### src/rtl/wake_ctrl_map.vh
// Constants for the wake-up controller: register offsets, field positions,
// reset values and timing counts. Assumes an APB slave with 32-bit data.
// ****************************************************************
// ****************************************************************
`ifndef WAKE_CTRL_MAP_VH
`define WAKE_CTRL_MAP_VH

`define OFF_CTRL 12'h000
`define OFF_STATUS 12'h004
`define OFF_WAKE_EN 12'h008
`define OFF_DEEP_CFG 12'h00c
`define OFF_TIMER 12'h010
`define OFF_IRQ_STAT 12'h014
`define OFF_IRQ_MASK 12'h018
`define OFF_PIN_CFG 12'h01c

// Control fields
`define CTRL_SLEEP_REQ 0
`define CTRL_DEEP_REQ 1
`define CTRL_MONITOR 2
`define CTRL_WAKE_LOCK 3
`define CTRL_RESET_DEFAULT 4'h4

// Deep wake configuration fields
`define DEEP_TIMER_EN 0
`define DEEP_PIN_A_EN 1
`define DEEP_PIN_B_EN 2
`define DEEP_ANALOG_EN 3
`define DEEP_ANALOG_SEL 4

// Pin configuration fields
`define PIN_GATED_LO 0
`define PIN_GATED_HI 3
`define PIN_SHARED_RESET_OUT 4
`define PIN_SHARED_MUX 5

// Interrupt status fields
`define IRQ_WAKE 0
`define IRQ_INSERT 1
`define IRQ_REMOVE 2
`define IRQ_DEEP_WAKE 3
`define IRQ_WIDTH 4

// Power states
`define ST_ACTIVE 2'h0
`define ST_SLEEP 2'h1
`define ST_DEEP 2'h2

// Timer tick: 1 us per tick
`define TICK_NS 1000
`define CLK_NS 10
`define TICK_CYCLES (`TICK_NS / `CLK_NS)

`endif

### src/rtl/pin_sync.v
// Two-flop synchroniser with edge detect behind it.
// Assumes the input is asynchronous to pclk.
`timescale 1ns/10ps
module pin_sync #(
	parameter W = 1,
	parameter [W-1:0] INIT = {W{1'b0}}
) (
	input wire pclk,
	input wire presetn,
	input wire [W-1:0] din,
	output wire [W-1:0] level,
	output wire [W-1:0] rise,
	output wire [W-1:0] fall
);
	reg [W-1:0] meta_reg;
	reg [W-1:0] sync_reg;
	reg [W-1:0] last_reg;

	always @(posedge pclk or negedge presetn) begin
		if (!presetn) begin
			meta_reg <= INIT;
			sync_reg <= INIT;
			last_reg <= INIT;
		end else begin
			meta_reg <= din;
			sync_reg <= meta_reg;
			last_reg <= sync_reg;
		end
	end

	assign level = sync_reg;
	assign rise = sync_reg & ~last_reg;
	assign fall = ~sync_reg & last_reg;
endmodule

### src/rtl/low_power_wakeup_controller.v
// Wake-up controller: sleep and deep low-power states, wake sources,
// card detect events, pin availability, APB registers and one interrupt.
// Assumes wake pins are asynchronous; internal requests are on pclk.
//
// The register offsets and register access over APB were decided locally.
`timescale 1ns/10ps
`include "wake_ctrl_map.vh"
module low_power_wakeup_controller (
	input wire pclk,
	input wire presetn,
	input wire psel,
	input wire penable,
	input wire pwrite,
	input wire [11:0] paddr,
	input wire [31:0] pwdata,
	output wire [31:0] prdata,
	output wire pready,
	output wire pslverr,
	input wire wake_pin_a,
	input wire wake_pin_b,
	input wire wake_pin_c,
	input wire deep_wake_pin_a,
	input wire deep_wake_pin_b,
	input wire terminal_ready_in_n,
	input wire card_presence_detect,
	input wire primary_uart_request_to_send,
	input wire power_on_n,
	input wire analog_wake_input_a,
	input wire analog_wake_input_b,
	input wire [3:0] gated_pin_in,
	input wire shared_reset_out_pin_in,
	input wire usb_suspend_exit,
	input wire modem_message_exchange,
	output wire [1:0] power_state,
	output wire wake_pulse,
	output wire card_present,
	output wire card_detect_pull_up,
	output wire [4:0] pin_pull_up,
	output wire [4:0] pin_pull_down,
	output wire [3:0] gated_pin_level,
	output wire shared_pin_level,
	output wire shared_pin_gpio_avail,
	output wire flow_control_request,
	output wire irq
);
	// ****************************************************************
	// Synchronisers
	// ****************************************************************
	wire [4:0] wp_lvl;
	wire [4:0] wp_rise;
	wire [4:0] wp_fall;
	wire [1:0] misc_lvl;
	wire [1:0] misc_rise;
	wire [1:0] misc_fall;
	wire [3:0] other_lvl;
	wire [4:0] gp_lvl;

	pin_sync #(.W(5), .INIT(5'h00)) u_wake_sync (
		.pclk(pclk),
		.presetn(presetn),
		.din({deep_wake_pin_b, deep_wake_pin_a, wake_pin_c, wake_pin_b, wake_pin_a}),
		.level(wp_lvl),
		.rise(wp_rise),
		.fall(wp_fall)
	);

	// Bit 0 terminal ready idles high; bit 1 card detect idles low, holder empty
	pin_sync #(.W(2), .INIT(2'h1)) u_misc_sync (
		.pclk(pclk),
		.presetn(presetn),
		.din({card_presence_detect, terminal_ready_in_n}),
		.level(misc_lvl),
		.rise(misc_rise),
		.fall(misc_fall)
	);

	pin_sync #(.W(4), .INIT(4'h1)) u_other_sync (
		.pclk(pclk),
		.presetn(presetn),
		.din({primary_uart_request_to_send, analog_wake_input_b, analog_wake_input_a, power_on_n}),
		.level(other_lvl),
		.rise(),
		.fall()
	);

	pin_sync #(.W(5), .INIT(5'h00)) u_gpio_sync (
		.pclk(pclk),
		.presetn(presetn),
		.din({shared_reset_out_pin_in, gated_pin_in}),
		.level(gp_lvl),
		.rise(),
		.fall()
	);

	// ****************************************************************
	// Registers
	// ****************************************************************
	reg [3:0] ctrl_reg;
	reg [6:0] wake_en_reg;
	reg [5:0] deep_cfg_reg;
	reg [31:0] timer_reg;
	reg [31:0] timer_cnt_reg;
	reg [6:0] tick_reg;
	reg [3:0] irq_stat_reg;
	reg [3:0] irq_mask_reg;
	reg [5:0] pin_cfg_reg;
	reg [1:0] state_reg;
	reg [1:0] state_next;
	reg wake_pulse_reg;
	reg [31:0] prdata_reg;

	wire wr = psel & penable & pwrite;
	wire rd_setup = psel & ~penable & ~pwrite;

	function is_mapped;
		input [11:0] a;
		begin
			is_mapped = (a == `OFF_CTRL) || (a == `OFF_STATUS) || (a == `OFF_WAKE_EN) ||
				(a == `OFF_DEEP_CFG) || (a == `OFF_TIMER) || (a == `OFF_IRQ_STAT) ||
				(a == `OFF_IRQ_MASK) || (a == `OFF_PIN_CFG);
		end
	endfunction

	assign pready = 1'b1;
	assign pslverr = psel & penable & ~is_mapped(paddr);
	assign prdata = prdata_reg;

	function wr_to;
		input [11:0] off;
		begin
			wr_to = wr & (paddr == off);
		end
	endfunction

	function [31:0] read_word;
		input [11:0] a;
		begin
			if (a == `OFF_CTRL)
				read_word = {28'h0, ctrl_reg};
			else if (a == `OFF_STATUS)
				read_word = {21'h0, misc_lvl, wp_lvl, 2'h0, state_reg};
			else if (a == `OFF_WAKE_EN)
				read_word = {25'h0, wake_en_reg};
			else if (a == `OFF_DEEP_CFG)
				read_word = {26'h0, deep_cfg_reg};
			else if (a == `OFF_TIMER)
				read_word = timer_reg;
			else if (a == `OFF_IRQ_STAT)
				read_word = {28'h0, irq_stat_reg};
			else if (a == `OFF_IRQ_MASK)
				read_word = {28'h0, irq_mask_reg};
			else if (a == `OFF_PIN_CFG)
				read_word = {26'h0, pin_cfg_reg};
			else
				read_word = 32'h0000_0000;
		end
	endfunction

	// ****************************************************************
	// Wake sources
	// ****************************************************************
	wire [6:0] sleep_edge = {misc_rise[1] | misc_fall[1], misc_rise[0] | misc_fall[0],
		wp_rise | wp_fall};
	wire sleep_pin_wake = ctrl_reg[`CTRL_MONITOR] & |(sleep_edge & wake_en_reg);
	wire internal_wake = ctrl_reg[`CTRL_WAKE_LOCK] | usb_suspend_exit | modem_message_exchange |
		~misc_lvl[0];
	wire sleep_wake = (state_reg == `ST_SLEEP) & (sleep_pin_wake | internal_wake);

	wire timer_hit = deep_cfg_reg[`DEEP_TIMER_EN] & (timer_cnt_reg >= timer_reg);
	wire analog_hit = deep_cfg_reg[`DEEP_ANALOG_EN] &
		(deep_cfg_reg[`DEEP_ANALOG_SEL] ? other_lvl[2] : other_lvl[1]);
	wire deep_src = timer_hit | analog_hit | ~other_lvl[0] |
		(deep_cfg_reg[`DEEP_PIN_A_EN] & (wp_rise[3] | wp_fall[3])) |
		(deep_cfg_reg[`DEEP_PIN_B_EN] & (wp_rise[4] | wp_fall[4]));
	wire deep_wake = (state_reg == `ST_DEEP) & deep_src;

	always @* begin
		state_next = state_reg;
		case (state_reg)
			`ST_ACTIVE: begin
				if (ctrl_reg[`CTRL_DEEP_REQ])
					state_next = `ST_DEEP;
				else if (ctrl_reg[`CTRL_SLEEP_REQ] & misc_lvl[0] & ~ctrl_reg[`CTRL_WAKE_LOCK])
					state_next = `ST_SLEEP;
			end
			`ST_SLEEP: begin
				if (sleep_wake)
					state_next = `ST_ACTIVE;
			end
			`ST_DEEP: begin
				if (deep_wake)
					state_next = `ST_ACTIVE;
			end
			default: state_next = `ST_ACTIVE;
		endcase
	end

	// ****************************************************************
	// Sequential logic
	// ****************************************************************
	wire [3:0] irq_set = {deep_wake, misc_fall[1], misc_rise[1], sleep_wake};
	wire leaving = (state_next == `ST_ACTIVE) & (state_reg != `ST_ACTIVE);

	always @(posedge pclk or negedge presetn) begin
		if (!presetn) begin
			state_reg <= `ST_ACTIVE;
			wake_pulse_reg <= 1'b0;
		end else begin
			state_reg <= state_next;
			wake_pulse_reg <= leaving;
		end
	end

	// Request bits drop on wake, so a served request cannot re-enter at once
	always @(posedge pclk or negedge presetn) begin
		if (!presetn) begin
			ctrl_reg <= `CTRL_RESET_DEFAULT;
		end else if (leaving) begin
			ctrl_reg[`CTRL_SLEEP_REQ] <= 1'b0;
			ctrl_reg[`CTRL_DEEP_REQ] <= 1'b0;
		end else if (wr_to(`OFF_CTRL)) begin
			ctrl_reg <= pwdata[3:0];
		end
	end

	always @(posedge pclk or negedge presetn) begin
		if (!presetn) begin
			wake_en_reg <= 7'h7f;
			deep_cfg_reg <= 6'h00;
			timer_reg <= 32'hffff_ffff;
			pin_cfg_reg <= 6'h00;
			irq_mask_reg <= 4'h0;
		end else begin
			if (wr_to(`OFF_WAKE_EN))
				wake_en_reg <= pwdata[6:0];
			if (wr_to(`OFF_DEEP_CFG))
				deep_cfg_reg <= pwdata[5:0];
			if (wr_to(`OFF_TIMER))
				timer_reg <= pwdata;
			if (wr_to(`OFF_PIN_CFG))
				pin_cfg_reg <= pwdata[5:0];
			if (wr_to(`OFF_IRQ_MASK))
				irq_mask_reg <= pwdata[3:0];
		end
	end

	// ****************************************************************
	// Interrupt status
	// ****************************************************************
	// An event in the clearing cycle wins over the clear
	always @(posedge pclk or negedge presetn) begin
		if (!presetn) begin
			irq_stat_reg <= 4'h0;
		end else if (wr_to(`OFF_IRQ_STAT)) begin
			irq_stat_reg <= (irq_stat_reg & ~pwdata[3:0]) | irq_set;
		end else begin
			irq_stat_reg <= irq_stat_reg | irq_set;
		end
	end

	// ****************************************************************
	// Deep timer
	// ****************************************************************
	// Counts ticks only in deep state and saturates rather than wrap
	always @(posedge pclk or negedge presetn) begin
		if (!presetn) begin
			timer_cnt_reg <= 32'h0000_0000;
			tick_reg <= 7'h00;
		end else if (state_reg != `ST_DEEP) begin
			timer_cnt_reg <= 32'h0000_0000;
			tick_reg <= 7'h00;
		end else if ({25'h0, tick_reg} == `TICK_CYCLES - 1) begin
			tick_reg <= 7'h00;
			if (timer_cnt_reg != 32'hffff_ffff)
				timer_cnt_reg <= timer_cnt_reg + 32'h0000_0001;
		end else begin
			tick_reg <= tick_reg + 7'h01;
		end
	end

	// ****************************************************************
	// Read data
	// ****************************************************************
	// Loaded in the setup cycle so it stands through the access phase
	always @(posedge pclk or negedge presetn) begin
		if (!presetn) begin
			prdata_reg <= 32'h0000_0000;
		end else if (rd_setup) begin
			prdata_reg <= read_word(paddr);
		end
	end

	// ****************************************************************
	// Outputs
	// ****************************************************************
	assign power_state = state_reg;
	assign wake_pulse = wake_pulse_reg;
	assign card_present = misc_lvl[1];
	assign card_detect_pull_up = 1'b1;
	assign pin_pull_up = 5'h00;
	assign pin_pull_down = 5'h00;
	assign gated_pin_level = gp_lvl[3:0] & pin_cfg_reg[`PIN_GATED_HI:`PIN_GATED_LO];
	assign shared_pin_gpio_avail = ~(pin_cfg_reg[`PIN_SHARED_RESET_OUT] | pin_cfg_reg[`PIN_SHARED_MUX]);
	assign shared_pin_level = gp_lvl[4] & shared_pin_gpio_avail;
	assign flow_control_request = other_lvl[3];
	assign irq = |(irq_stat_reg & irq_mask_reg);
endmodule

### config.mk
export PLATFORM = sky130hd
export DESIGN_NAME = low_power_wakeup_controller
export DESIGN_NICKNAME = d
export VERILOG_FILES = /design/src/rtl/pin_sync.v /design/src/rtl/low_power_wakeup_controller.v
export VERILOG_INCLUDE_DIRS = /design/src /design/src/rtl
export SDC_FILE = /design/constraint.sdc
export NUM_CORES = 1
export LEC_CHECK = 0
export BUFFER_PORTS_ARGS = -buffer_cell sky130_fd_sc_hd__buf_2
export CAP_MARGIN = 10
export CORE_MARGIN = 4
export CORE_UTILIZATION = 40
export CTS_BUF_LIST = sky130_fd_sc_hd__clkbuf_4
export CTS_CLUSTER_SIZE = 10
export DETAILED_ROUTE_END_ITERATION = 8
export PLACE_DENSITY = 0.59
export SYNTH_ARGS = -nofsm -noshare
export SYNTH_HDL_FRONTEND = slang
export SYNTH_HIERARCHICAL = 1
export SYNTH_SLANG_ARGS = --single-unit
### constraint.sdc
create_clock -name pclk -period 3.17 [get_ports pclk]
set_input_delay 0.1585 -clock pclk [delete_from_list [all_inputs] [get_ports pclk]]
set_output_delay 0.1585 -clock pclk [all_outputs]
set_load 0.01 [all_outputs]
==> results of run 1 <==
metrics by stage:
step | total power [uW] | cells | worst slack [ps] | instance area [sq um]
after floorplan | 2397 | 809 | 731.4 | 8391
final | 3921 | 1246 | 333.1 | 10030
after global placement | 2508 | 1162 | 377.0 | 9180
after detailed placement | 2511 | 1162 | 359.8 | 9180
after global routing | 4113 | 1246 | 170.7 | 10030
after CTS | 3983 | 1245 | 334.1 | 10020
per-layer routing:
| layer | vias to the layer above | track usage | routed length [um] |
|---|---|---|---|
| met1 | 2919 | 0.2553 | 9509 |
| li1 | 3067 | - | - |
| met4 | 0 | 0.03988 | 197 |
| met5 | - | 0 | 0 |
| met2 | 127 | 0.2570 | 8677 |
| met3 | 14 | 0.03749 | 945 |
power by group through the flow:
| stage | combinational, uW | sequential (uW) | clock [uW] |
|---|---|---|---|
| finish | 223 | 2290 | 1400 |
| detailed placement | 178 | 2330 | 0 |
| global route | 250 | 2300 | 1560 |
| global placement | 177 | 2330 | 0 |
| floorplan | 68.6 | 2330 | 0 |
| CTS | 227 | 2290 | 1460 |
layout make-up:
| type | instances | area [sq um] |
|---|---|---|
| Sequential cell | 176 | 4461 |
| Tap cell | 270 | 337.8 |
| Inverter | 33 | 123.9 |
| Fill cell | 1934 | 10340 |
| Timing Repair Buffer | 173 | 1167 |
| Multi-Input combinational cell | 561 | 3601 |
| Antenna cell | 1 | 2.502 |
| Clock inverter | 15 | 205.2 |
| Clock buffer | 17 | 127.6 |
final timing paths:
kind	startpoint	slack [ps]	end	cells after the start
worst max register to register	timer_reg[17]$_DFFE_PN1P_	330	ctrl_reg[2]$_DFFE_PN1P_	9
max in group asynchronous	presetn	2050	timer_reg[29]$_DFFE_PN1P_	3
worst max-delay path	timer_reg[17]$_DFFE_PN1P_	330	ctrl_reg[2]$_DFFE_PN1P_	9
worst min register to register	u_other_sync/meta_reg[0]$_DFF_PN1_	370	u_other_sync/level[0]$_DFF_PN1_	0
min in group asynchronous	presetn	180	prdata[9]$_DFFE_PN0P_	2
worst min-delay path	pwrite	50	timer_reg[7]$_DFFE_PN1P_	5
tightest hold or removal path, cell delays in order:
cell and delay [ps]:
buf_2 100, nand3_1 160, nor2b_4 110, nand2_1 70, o21ai_1 50
==> flow_summary.ini, run 1 <==
[sta]
max-slew-margin-rel = 0.4953
worstMarginPinSlew_ps = 757.0
fin_crit_sh = 0.8949
period_needed_ps = 2837
clock.fmax_mhz = 352.5
skew_ps = 27.31
rsz0062_at_grt = false
finalSetupViolations = 0
fin_tns_setup_ps = 0
final_max_slew_viol_count = 0
fin_hold_ws_ps = 53.28
hold_violations = 0

[detailed_routing]
wl_mm = 19.33
drc = 0
drtPass1Iterations = 5
routed-via-count = 6127
antenna_left = 0
drtIter0Drc = 342
vias_per_cell = 4.917
wire_per_inst_um = 15.51

[placement]
hpwl_mm = 13.76
portBuffers = 111
gp_congestion = 0.8251

[clocking]
cts-resized-gates = 0
cts_buffer_depth = 2
clk_pin_slew_worst_paths_ps = 180
clock_latency_ps = 570
cts_hold_buf = 51
h-tree-depth = 4
post_cts_buffers = 0
cts_root_buf = clkbuf_4
cts_tree = built
numClockSinks = 176
cts_buffers = 17

[global_routing]
grt_first_pass_wirelength_mm = 32.53
grt.total_usage = 0.1713
gr-total-overflow = 0
grt_max_degree = 80
first_global_vias = 6055
antenna_found_initial = 1

[die]
core_sq_mm = 0.02036
die_x_um = 152.5
fp.dieH_um = 152.5
die-area_sq_mm = 0.02326
ios = 124
initial_core_util = 0.4102
rows = 52

[power_and_ir_drop]
internal_power_uw = 2844
p_sw_frac = 0.2746
p_seq_frac = 0.585
pwr-share-clk = 0.358
power.density_mw_per_mm2 = 391.0
comb_power_share = 0.057
p_switching_uw = 1077
vdd_drop_max_v = 0.0002547
p_leak_uw = 0.004817

[worst_setup_path]
crit_path_top_delay_cell = dfstp_2
crit_fanout = 5
cp_data_required_time_ps = 3680
worstSetupPathType = reg2reg
crit_path_cell_trace = inv_1, ha_1, a21oi_1, o21ai_0, a2111o_1, a211oi_1, o21ai_1, o31ai_1, mux2_1
critPathMaxStageDelay_ps = 560
crit_arrival_ps = 3340
cp_top_family = compound AO/OA/AOI/OAI gates
cp-start-kind = flip-flop
end_kind = flip-flop
cp_num_buf_inv = 1

[hold_path]
hold_path_class = in2reg

[cells_and_area]
final_common_cell = dfrtp_1
mostFrequentLayoutCells = dfrtp_1 (131), nand2_1 (127), buf_2 (110)
fin_nets = 1063
syn2layout_area_growth_pct = 20.03
drive_above_1_share = 0.2677
postLayoutCoreUtil = 0.4923

[logic_synthesis]
yosys_warnings = 6
postSynthCellCount = 799
syn_area_sq_mm = 0.008353
avgSynthCellArea_sq_um = 10.45

[outcome]
run_status = finished, final reports clean

[run]
maxCapViolations = 0
No activity file was read; power rests on OpenSTA's default activity.
==> run 2: changes to the inputs <==
Settings changed: CORE_MARGIN 4 to 10.
==> run 2 against run 1 <==
Compared with the run above:
- sequential share of layout area increased by 0.13 points
- clock-buffer cell count unchanged
- sequential power about the same
- clock skew increased by 8.2 ps
- critical path depth unchanged
- maximum frequency increased by 2.6%
- sequential cell count unchanged
- critical endpoint unchanged
- clock power decreased by 6%
- die area increased by 16%
- global-route usage decreased by 1.9 points
- power decreased by 2.3%
- hold slack improved by 71 ps
- largest cell class unchanged
==> flow_summary.ini, run 2 (synthesis results as in run 1) <==
[global_routing]
grt_first_pass_wirelength_mm = 33.00
grt_max_degree = 75
gr-total-overflow = 0
antenna_found_initial = 1
grt.total_usage = 0.1522
first_global_vias = 6180

[worst_setup_path]
end_kind = flip-flop
cp_data_required_time_ps = 3690
reg2reg_slack_ps = 410
rr_startpoint = timer_reg[19]$_DFFE_PN1P_
crit_arrival_ps = 3290
cp-start-kind = flip-flop
worstSetupPathType = reg2reg
r2r_cells = 9
crit_fanout = 5
reg2reg_to = ctrl_reg[2]$_DFFE_PN1P_

[die]
die-area_sq_mm = 0.02706
initial_core_util = 0.4102
fp.dieH_um = 164.5
rows = 52
ios = 124
die_x_um = 164.5
core_sq_mm = 0.02036

[cells_and_area]
multi_input_area_sq_mm = 0.003601
n_fill_cell = 1917
mostFrequentLayoutCells = dfrtp_1 (131), nand2_1 (127), buf_2 (110)
syn2layout_area_growth_pct = 19.67
fin_nets = 1062
seq_area_sq_mm = 0.004461
final_cells = 1246
final_common_cell = dfrtp_1
drive_above_1_share = 0.2659

[hold_path]
hold_path_class = in2async

[sta]
clock.fmax_mhz = 361.7
period_needed_ps = 2765
fin_tns_setup_ps = 0
skew_ps = 35.48
max-slew-margin-rel = 0.5297
worstMarginPinSlew_ps = 705.4
final_max_slew_viol_count = 0
fin_crit_sh = 0.8722
rsz0062_at_grt = false
hold_violations = 0
finalSetupViolations = 0

[detailed_routing]
antenna_left = 0
drtPass1Iterations = 5
routed-via-count = 6195
vias_per_cell = 4.972
wl_mm = 20.22
drc = 0
wire_per_inst_um = 16.23
drtIter0Drc = 467

[power_and_ir_drop]
power.density_mw_per_mm2 = 383.3
p_leak_uw = 0.004802
vdd_drop_max_v = 0.0002114

[placement]
gp_congestion = 0.8382
dp_cells = 1161
hpwl_mm = 14.71
portBuffers = 111

[clocking]
clk_pin_slew_worst_paths_ps = 180
cts_buffers = 17
numClockSinks = 176
clock_latency_ps = 580
cts-resized-gates = 0
cts_root_buf = clkbuf_4
h-tree-depth = 4
cts_tree = built
cts_buffer_depth = 2

[outcome]
run_status = finished, final reports clean

[run]
maxCapViolations = 0
## run 2: worst max-delay path by stage
stage,slack [ps],end,start,depth (start not counted)
finish,410,ctrl_reg[2]$_DFFE_PN1P_,timer_reg[19]$_DFFE_PN1P_,9
global placement,480,ctrl_reg[2]$_DFFE_PN1P_,timer_reg[17]$_DFFE_PN1P_,9
detailed placement,400,ctrl_reg[2]$_DFFE_PN1P_,timer_reg[19]$_DFFE_PN1P_,9
CTS,370,ctrl_reg[2]$_DFFE_PN1P_,timer_reg[19]$_DFFE_PN1P_,9
floorplan,730,ctrl_reg[2]$_DFFE_PN1P_,timer_reg[19]$_DFFE_PN1P_,9
global route,180,ctrl_reg[2]$_DFFE_PN1P_,timer_reg[17]$_DFFE_PN1P_,9
## run 2: per-layer routing
layer  vias to the layer above  part of all wire  GRT usage
met2                       130              0.46     0.2383
li1                       3069                 -          -
met4                         0            0.0079    0.03543
met5                         -                 0          0
met1                      2981              0.47     0.2058
met3                        15             0.057    0.04182
## run 2: what timing repair did
item / CTS / global route
setup buffers: 0 / 0
hold buffers: 51 / 0
hold endpoints to repair: 149 / 0
## run 2: critical path: stages, from the launching register on
cell      delay [ps]
dfstp_2          560
inv_1             50
ha_1             310
a21oi_1          130
o21ai_0          130
a2111o_1         390
a211oi_1         210
o21ai_1          200
o31ai_1          360
mux2_1           350
## run 2: final cells by class
class / count / share of cell area
diodes: 2 / 0.0005007
clock buffers: 17 / 0.01277
clock inverters: 15 / 0.01677
inverters: 33 / 0.01239
multi-input cells: 561 / 0.3602
flip-flops and latches: 176 / 0.4462
well taps: 270 / 0.03380
repair buffers: 172 / 0.1173
## run 2: metrics by stage
stage          hold WS [ps]    util  instance area (sq um)  total power (uW)  setup slack [ps]
2_1_floorplan        -137.1       -                   8391              2397             731.4
3_3_place_gp          237.7  0.4510                   9185              2508             477.4
3_5_place_dp          240.3  0.4510                   9185              2509             399.5
4_1_cts               106.1  0.4906                   9991              3875             374.7
5_1_grt               128.7  0.4907                   9993              4003             182.9
6_report              124.1  0.4908                   9996              3832             405.2
## run 2: power breakdown
group | total, uW | switching, uW | internal [uW]
combinational | 221 | 120 | 101
sequential | 2290 | 14.7 | 2280
clock | 1320 | 889 | 427
==> run 3: changes to the inputs <==
Settings changed: ABC_AREA set to 1, SYNTH_HIERARCHICAL 1 to not set.
==> run 3 against run 2 <==
Compared with the run above:
- maximum frequency is 9.4% higher
- design area is 4.2% higher
- utilization hardly changed
- clock power is 8% higher
- clock-buffer cell count stayed put
- worst setup slack better by 240 ps
- area after synthesis is 4.2% higher
- largest cell class unchanged
- highest routed layer unchanged
==> flow_summary.ini, run 3 <==
[outcome]
run_status = finished, final reports clean

[placement]
gp_congestion = 0.9584
hpwl_mm = 17.18
portBuffers = 111
dp_cells = 1352

[detailed_routing]
drtIter0Drc = 549
routed-via-count = 7200
drtPass1Iterations = 5
drc = 0
vias_per_cell = 5.003
wl_mm = 22.99
wire_per_inst_um = 15.98
antenna_left = 0

[clocking]
h-tree-depth = 4
cts-resized-gates = 0
cts_buffers = 17
cts_root_buf = clkbuf_4
numClockSinks = 176
cts_buffer_depth = 2
clock_latency_ps = 600
clk_pin_slew_worst_paths_ps = 200
cts_tree = built

[logic_synthesis]
synth_edf_count = 0
ys_seq_area_frac = 0.5124
yosys-top-cells-area = dfrtp_1 (38%), dfstp_2 (14%), nand2_1 (9.5%), ha_1 (5.2%), inv_1 (5.0%)
avgSynthCellArea_sq_um = 8.893
yosysTopAreaCell = dfrtp_1
ys_types = 49
synth_ff_type = dfrtp_1
ys_top_cells_by_count = nand2_1 (221), dfrtp_1 (131), inv_1 (116), o21ai_0 (80), nor2_1 (66)
postSynthRegisterBits = 176
synth_top_area_frac = 0.3765
synth_most_common_cell = nand2_1
syn_area_sq_mm = 0.008706
postSynthCellCount = 979
yosys_warnings = 0
async_flop_share = 1.000

[cells_and_area]
final_cells = 1439
syn2layout_area_growth_pct = 19.63
mostFrequentLayoutCells = nand2_1 (221), dfrtp_1 (131), inv_1 (116)
n_fill_cell = 2031
drive_above_1_share = 0.2158
postLayoutCoreUtil = 0.4908
fin_nets = 1253
final_common_cell = nand2_1

[worst_setup_path]
crit_path_cell_trace = ha_1, nand2_1, o41ai_4, nand2_2, nor2_2, nand2_1, nor2_1, nand3b_1, nand2_1, nor2_1
cp_top_family = simple AND/OR/NAND/NOR gates
cp-start-kind = flip-flop
r2r_cells = 10
crit_path_top_delay_cell = nand2_2
rr_startpoint = tick_reg[0]$_DFF_PN0_
path_depth = 10
crit_arrival_ps = 3020
critPathMaxStageDelay_ps = 480
reg2reg_to = timer_cnt_reg[18]$_DFFE_PN0P_
crit_path_frequent_cell = nand2_1
worstSetupPathType = reg2reg
cp_num_buf_inv = 0
end_kind = flip-flop
cp_data_required_time_ps = 3670
crit_fanout = 30
reg2reg_slack_ps = 640

[global_routing]
grt_first_pass_wirelength_mm = 36.91
grt_max_degree = 77
grt.total_usage = 0.1597
first_global_vias = 7007
antenna_found_initial = 1
gr-total-overflow = 0

[die]
initial_core_util = 0.4103
die-area_sq_mm = 0.02807
ios = 124
core_sq_mm = 0.02122
fp.dieH_um = 167.5
rows = 53
die_x_um = 167.5

[hold_path]
hp-start = paddr[3]
hold_path_class = in2reg
whs_path_depth = 6
hold_path_end = prdata[9]$_DFFE_PN0P_

[sta]
hold_violations = 0
worstMarginPinSlew_ps = 825.4
fin_tns_setup_ps = 0
period_needed_ps = 2527
skew_ps = 30.37
final_max_slew_viol_count = 0
max-slew-margin-rel = 0.4482
clock.fmax_mhz = 395.8
rsz0062_at_grt = false
finalSetupViolations = 0
fin_crit_sh = 0.7971
fin_hold_ws_ps = 100.4

[power_and_ir_drop]
vdd_drop_max_v = 0.0002088
p_leak_uw = 0.004749
power.density_mw_per_mm2 = 380.5

[run]
maxCapViolations = 0
[run 3: layout make-up]
type | count | area [sq um] | area share
flip-flops and latches | 176 | 4461 | 0.4283
multi-input cells | 657 | 3631 | 0.3486
repair buffers | 174 | 1170 | 0.1123
inverters | 124 | 465.4 | 0.04469
well taps | 275 | 344.1 | 0.03304
clock inverters | 15 | 214.0 | 0.02054
clock buffers | 17 | 127.6 | 0.01225
diodes | 1 | 2.502 | 0.0002403
[run 3: what timing repair did]
action | in CTS | in global routing
endpoints found under the hold margin | 153 | 0
hold buffers | 54 | 0
buffers inserted | 0 | 0
[run 3: logic make-up after synthesis]
logic type / count (synthesis) / synth area share
other: 2 / 0.0008626
AOI/OAI and AO/OA: 156 / 0.1038
adders and majority gates: 36 / 0.05174
xor gates and xnor gates: 16 / 0.01610
and+or+nand+nor: 411 / 0.2067
buffers and inverters: 156 / 0.07488
DFF: 176 / 0.5124
muxes: 26 / 0.03363
[run 3: worst max-delay path by stage]
stage | startpoint | endpoint
after floorplan | timer_reg[23]$_DFFE_PN1P_ | ctrl_reg[3]$_DFFE_PN0P_
after global placement | timer_cnt_reg[14]$_DFFE_PN0P_ | timer_cnt_reg[12]$_DFFE_PN0P_
after detailed placement | tick_reg[0]$_DFF_PN0_ | timer_cnt_reg[18]$_DFFE_PN0P_
after CTS | tick_reg[0]$_DFF_PN0_ | timer_cnt_reg[18]$_DFFE_PN0P_
after global routing | tick_reg[0]$_DFF_PN0_ | timer_cnt_reg[14]$_DFFE_PN0P_
final | tick_reg[0]$_DFF_PN0_ | timer_cnt_reg[18]$_DFFE_PN0P_
[run 3: metal layers]
| metal | vias to the layer above | global-route usage | wire length (um) |
|---|---|---|---|
| met5 | - | 0 | 0 |
| met4 | 0 | 0.04012 | 251 |
| met3 | 20 | 0.03769 | 1466 |
| met2 | 213 | 0.2457 | 10330 |
| met1 | 3418 | 0.2212 | 10950 |
| li1 | 3549 | - | - |
[run 3: report_power, final]
group	internal, uW	total (uW)	switching [uW]
clock	411	1430	1020
combinational	103	231	129
sequential	2290	2300	17.1
total	2800	3960	1160
[run 3: worst min-delay path, stage by stage]
cell     delay, ps
buf_2          110
nor4_1          60
nand2_1        130
o21ai_0         90
o21ai_0         70
o21ai_0         80
[run 3: through the flow]
stage,power (uW),instance area [sq um],setup WS [ps]
after floorplan,2407,8743,1217
after global placement,2525,9530,690.6
after detailed placement,2526,9530,714.5
after CTS,4020,10410,662.8
after global routing,4136,10420,433.3
final,3963,10420,643.3
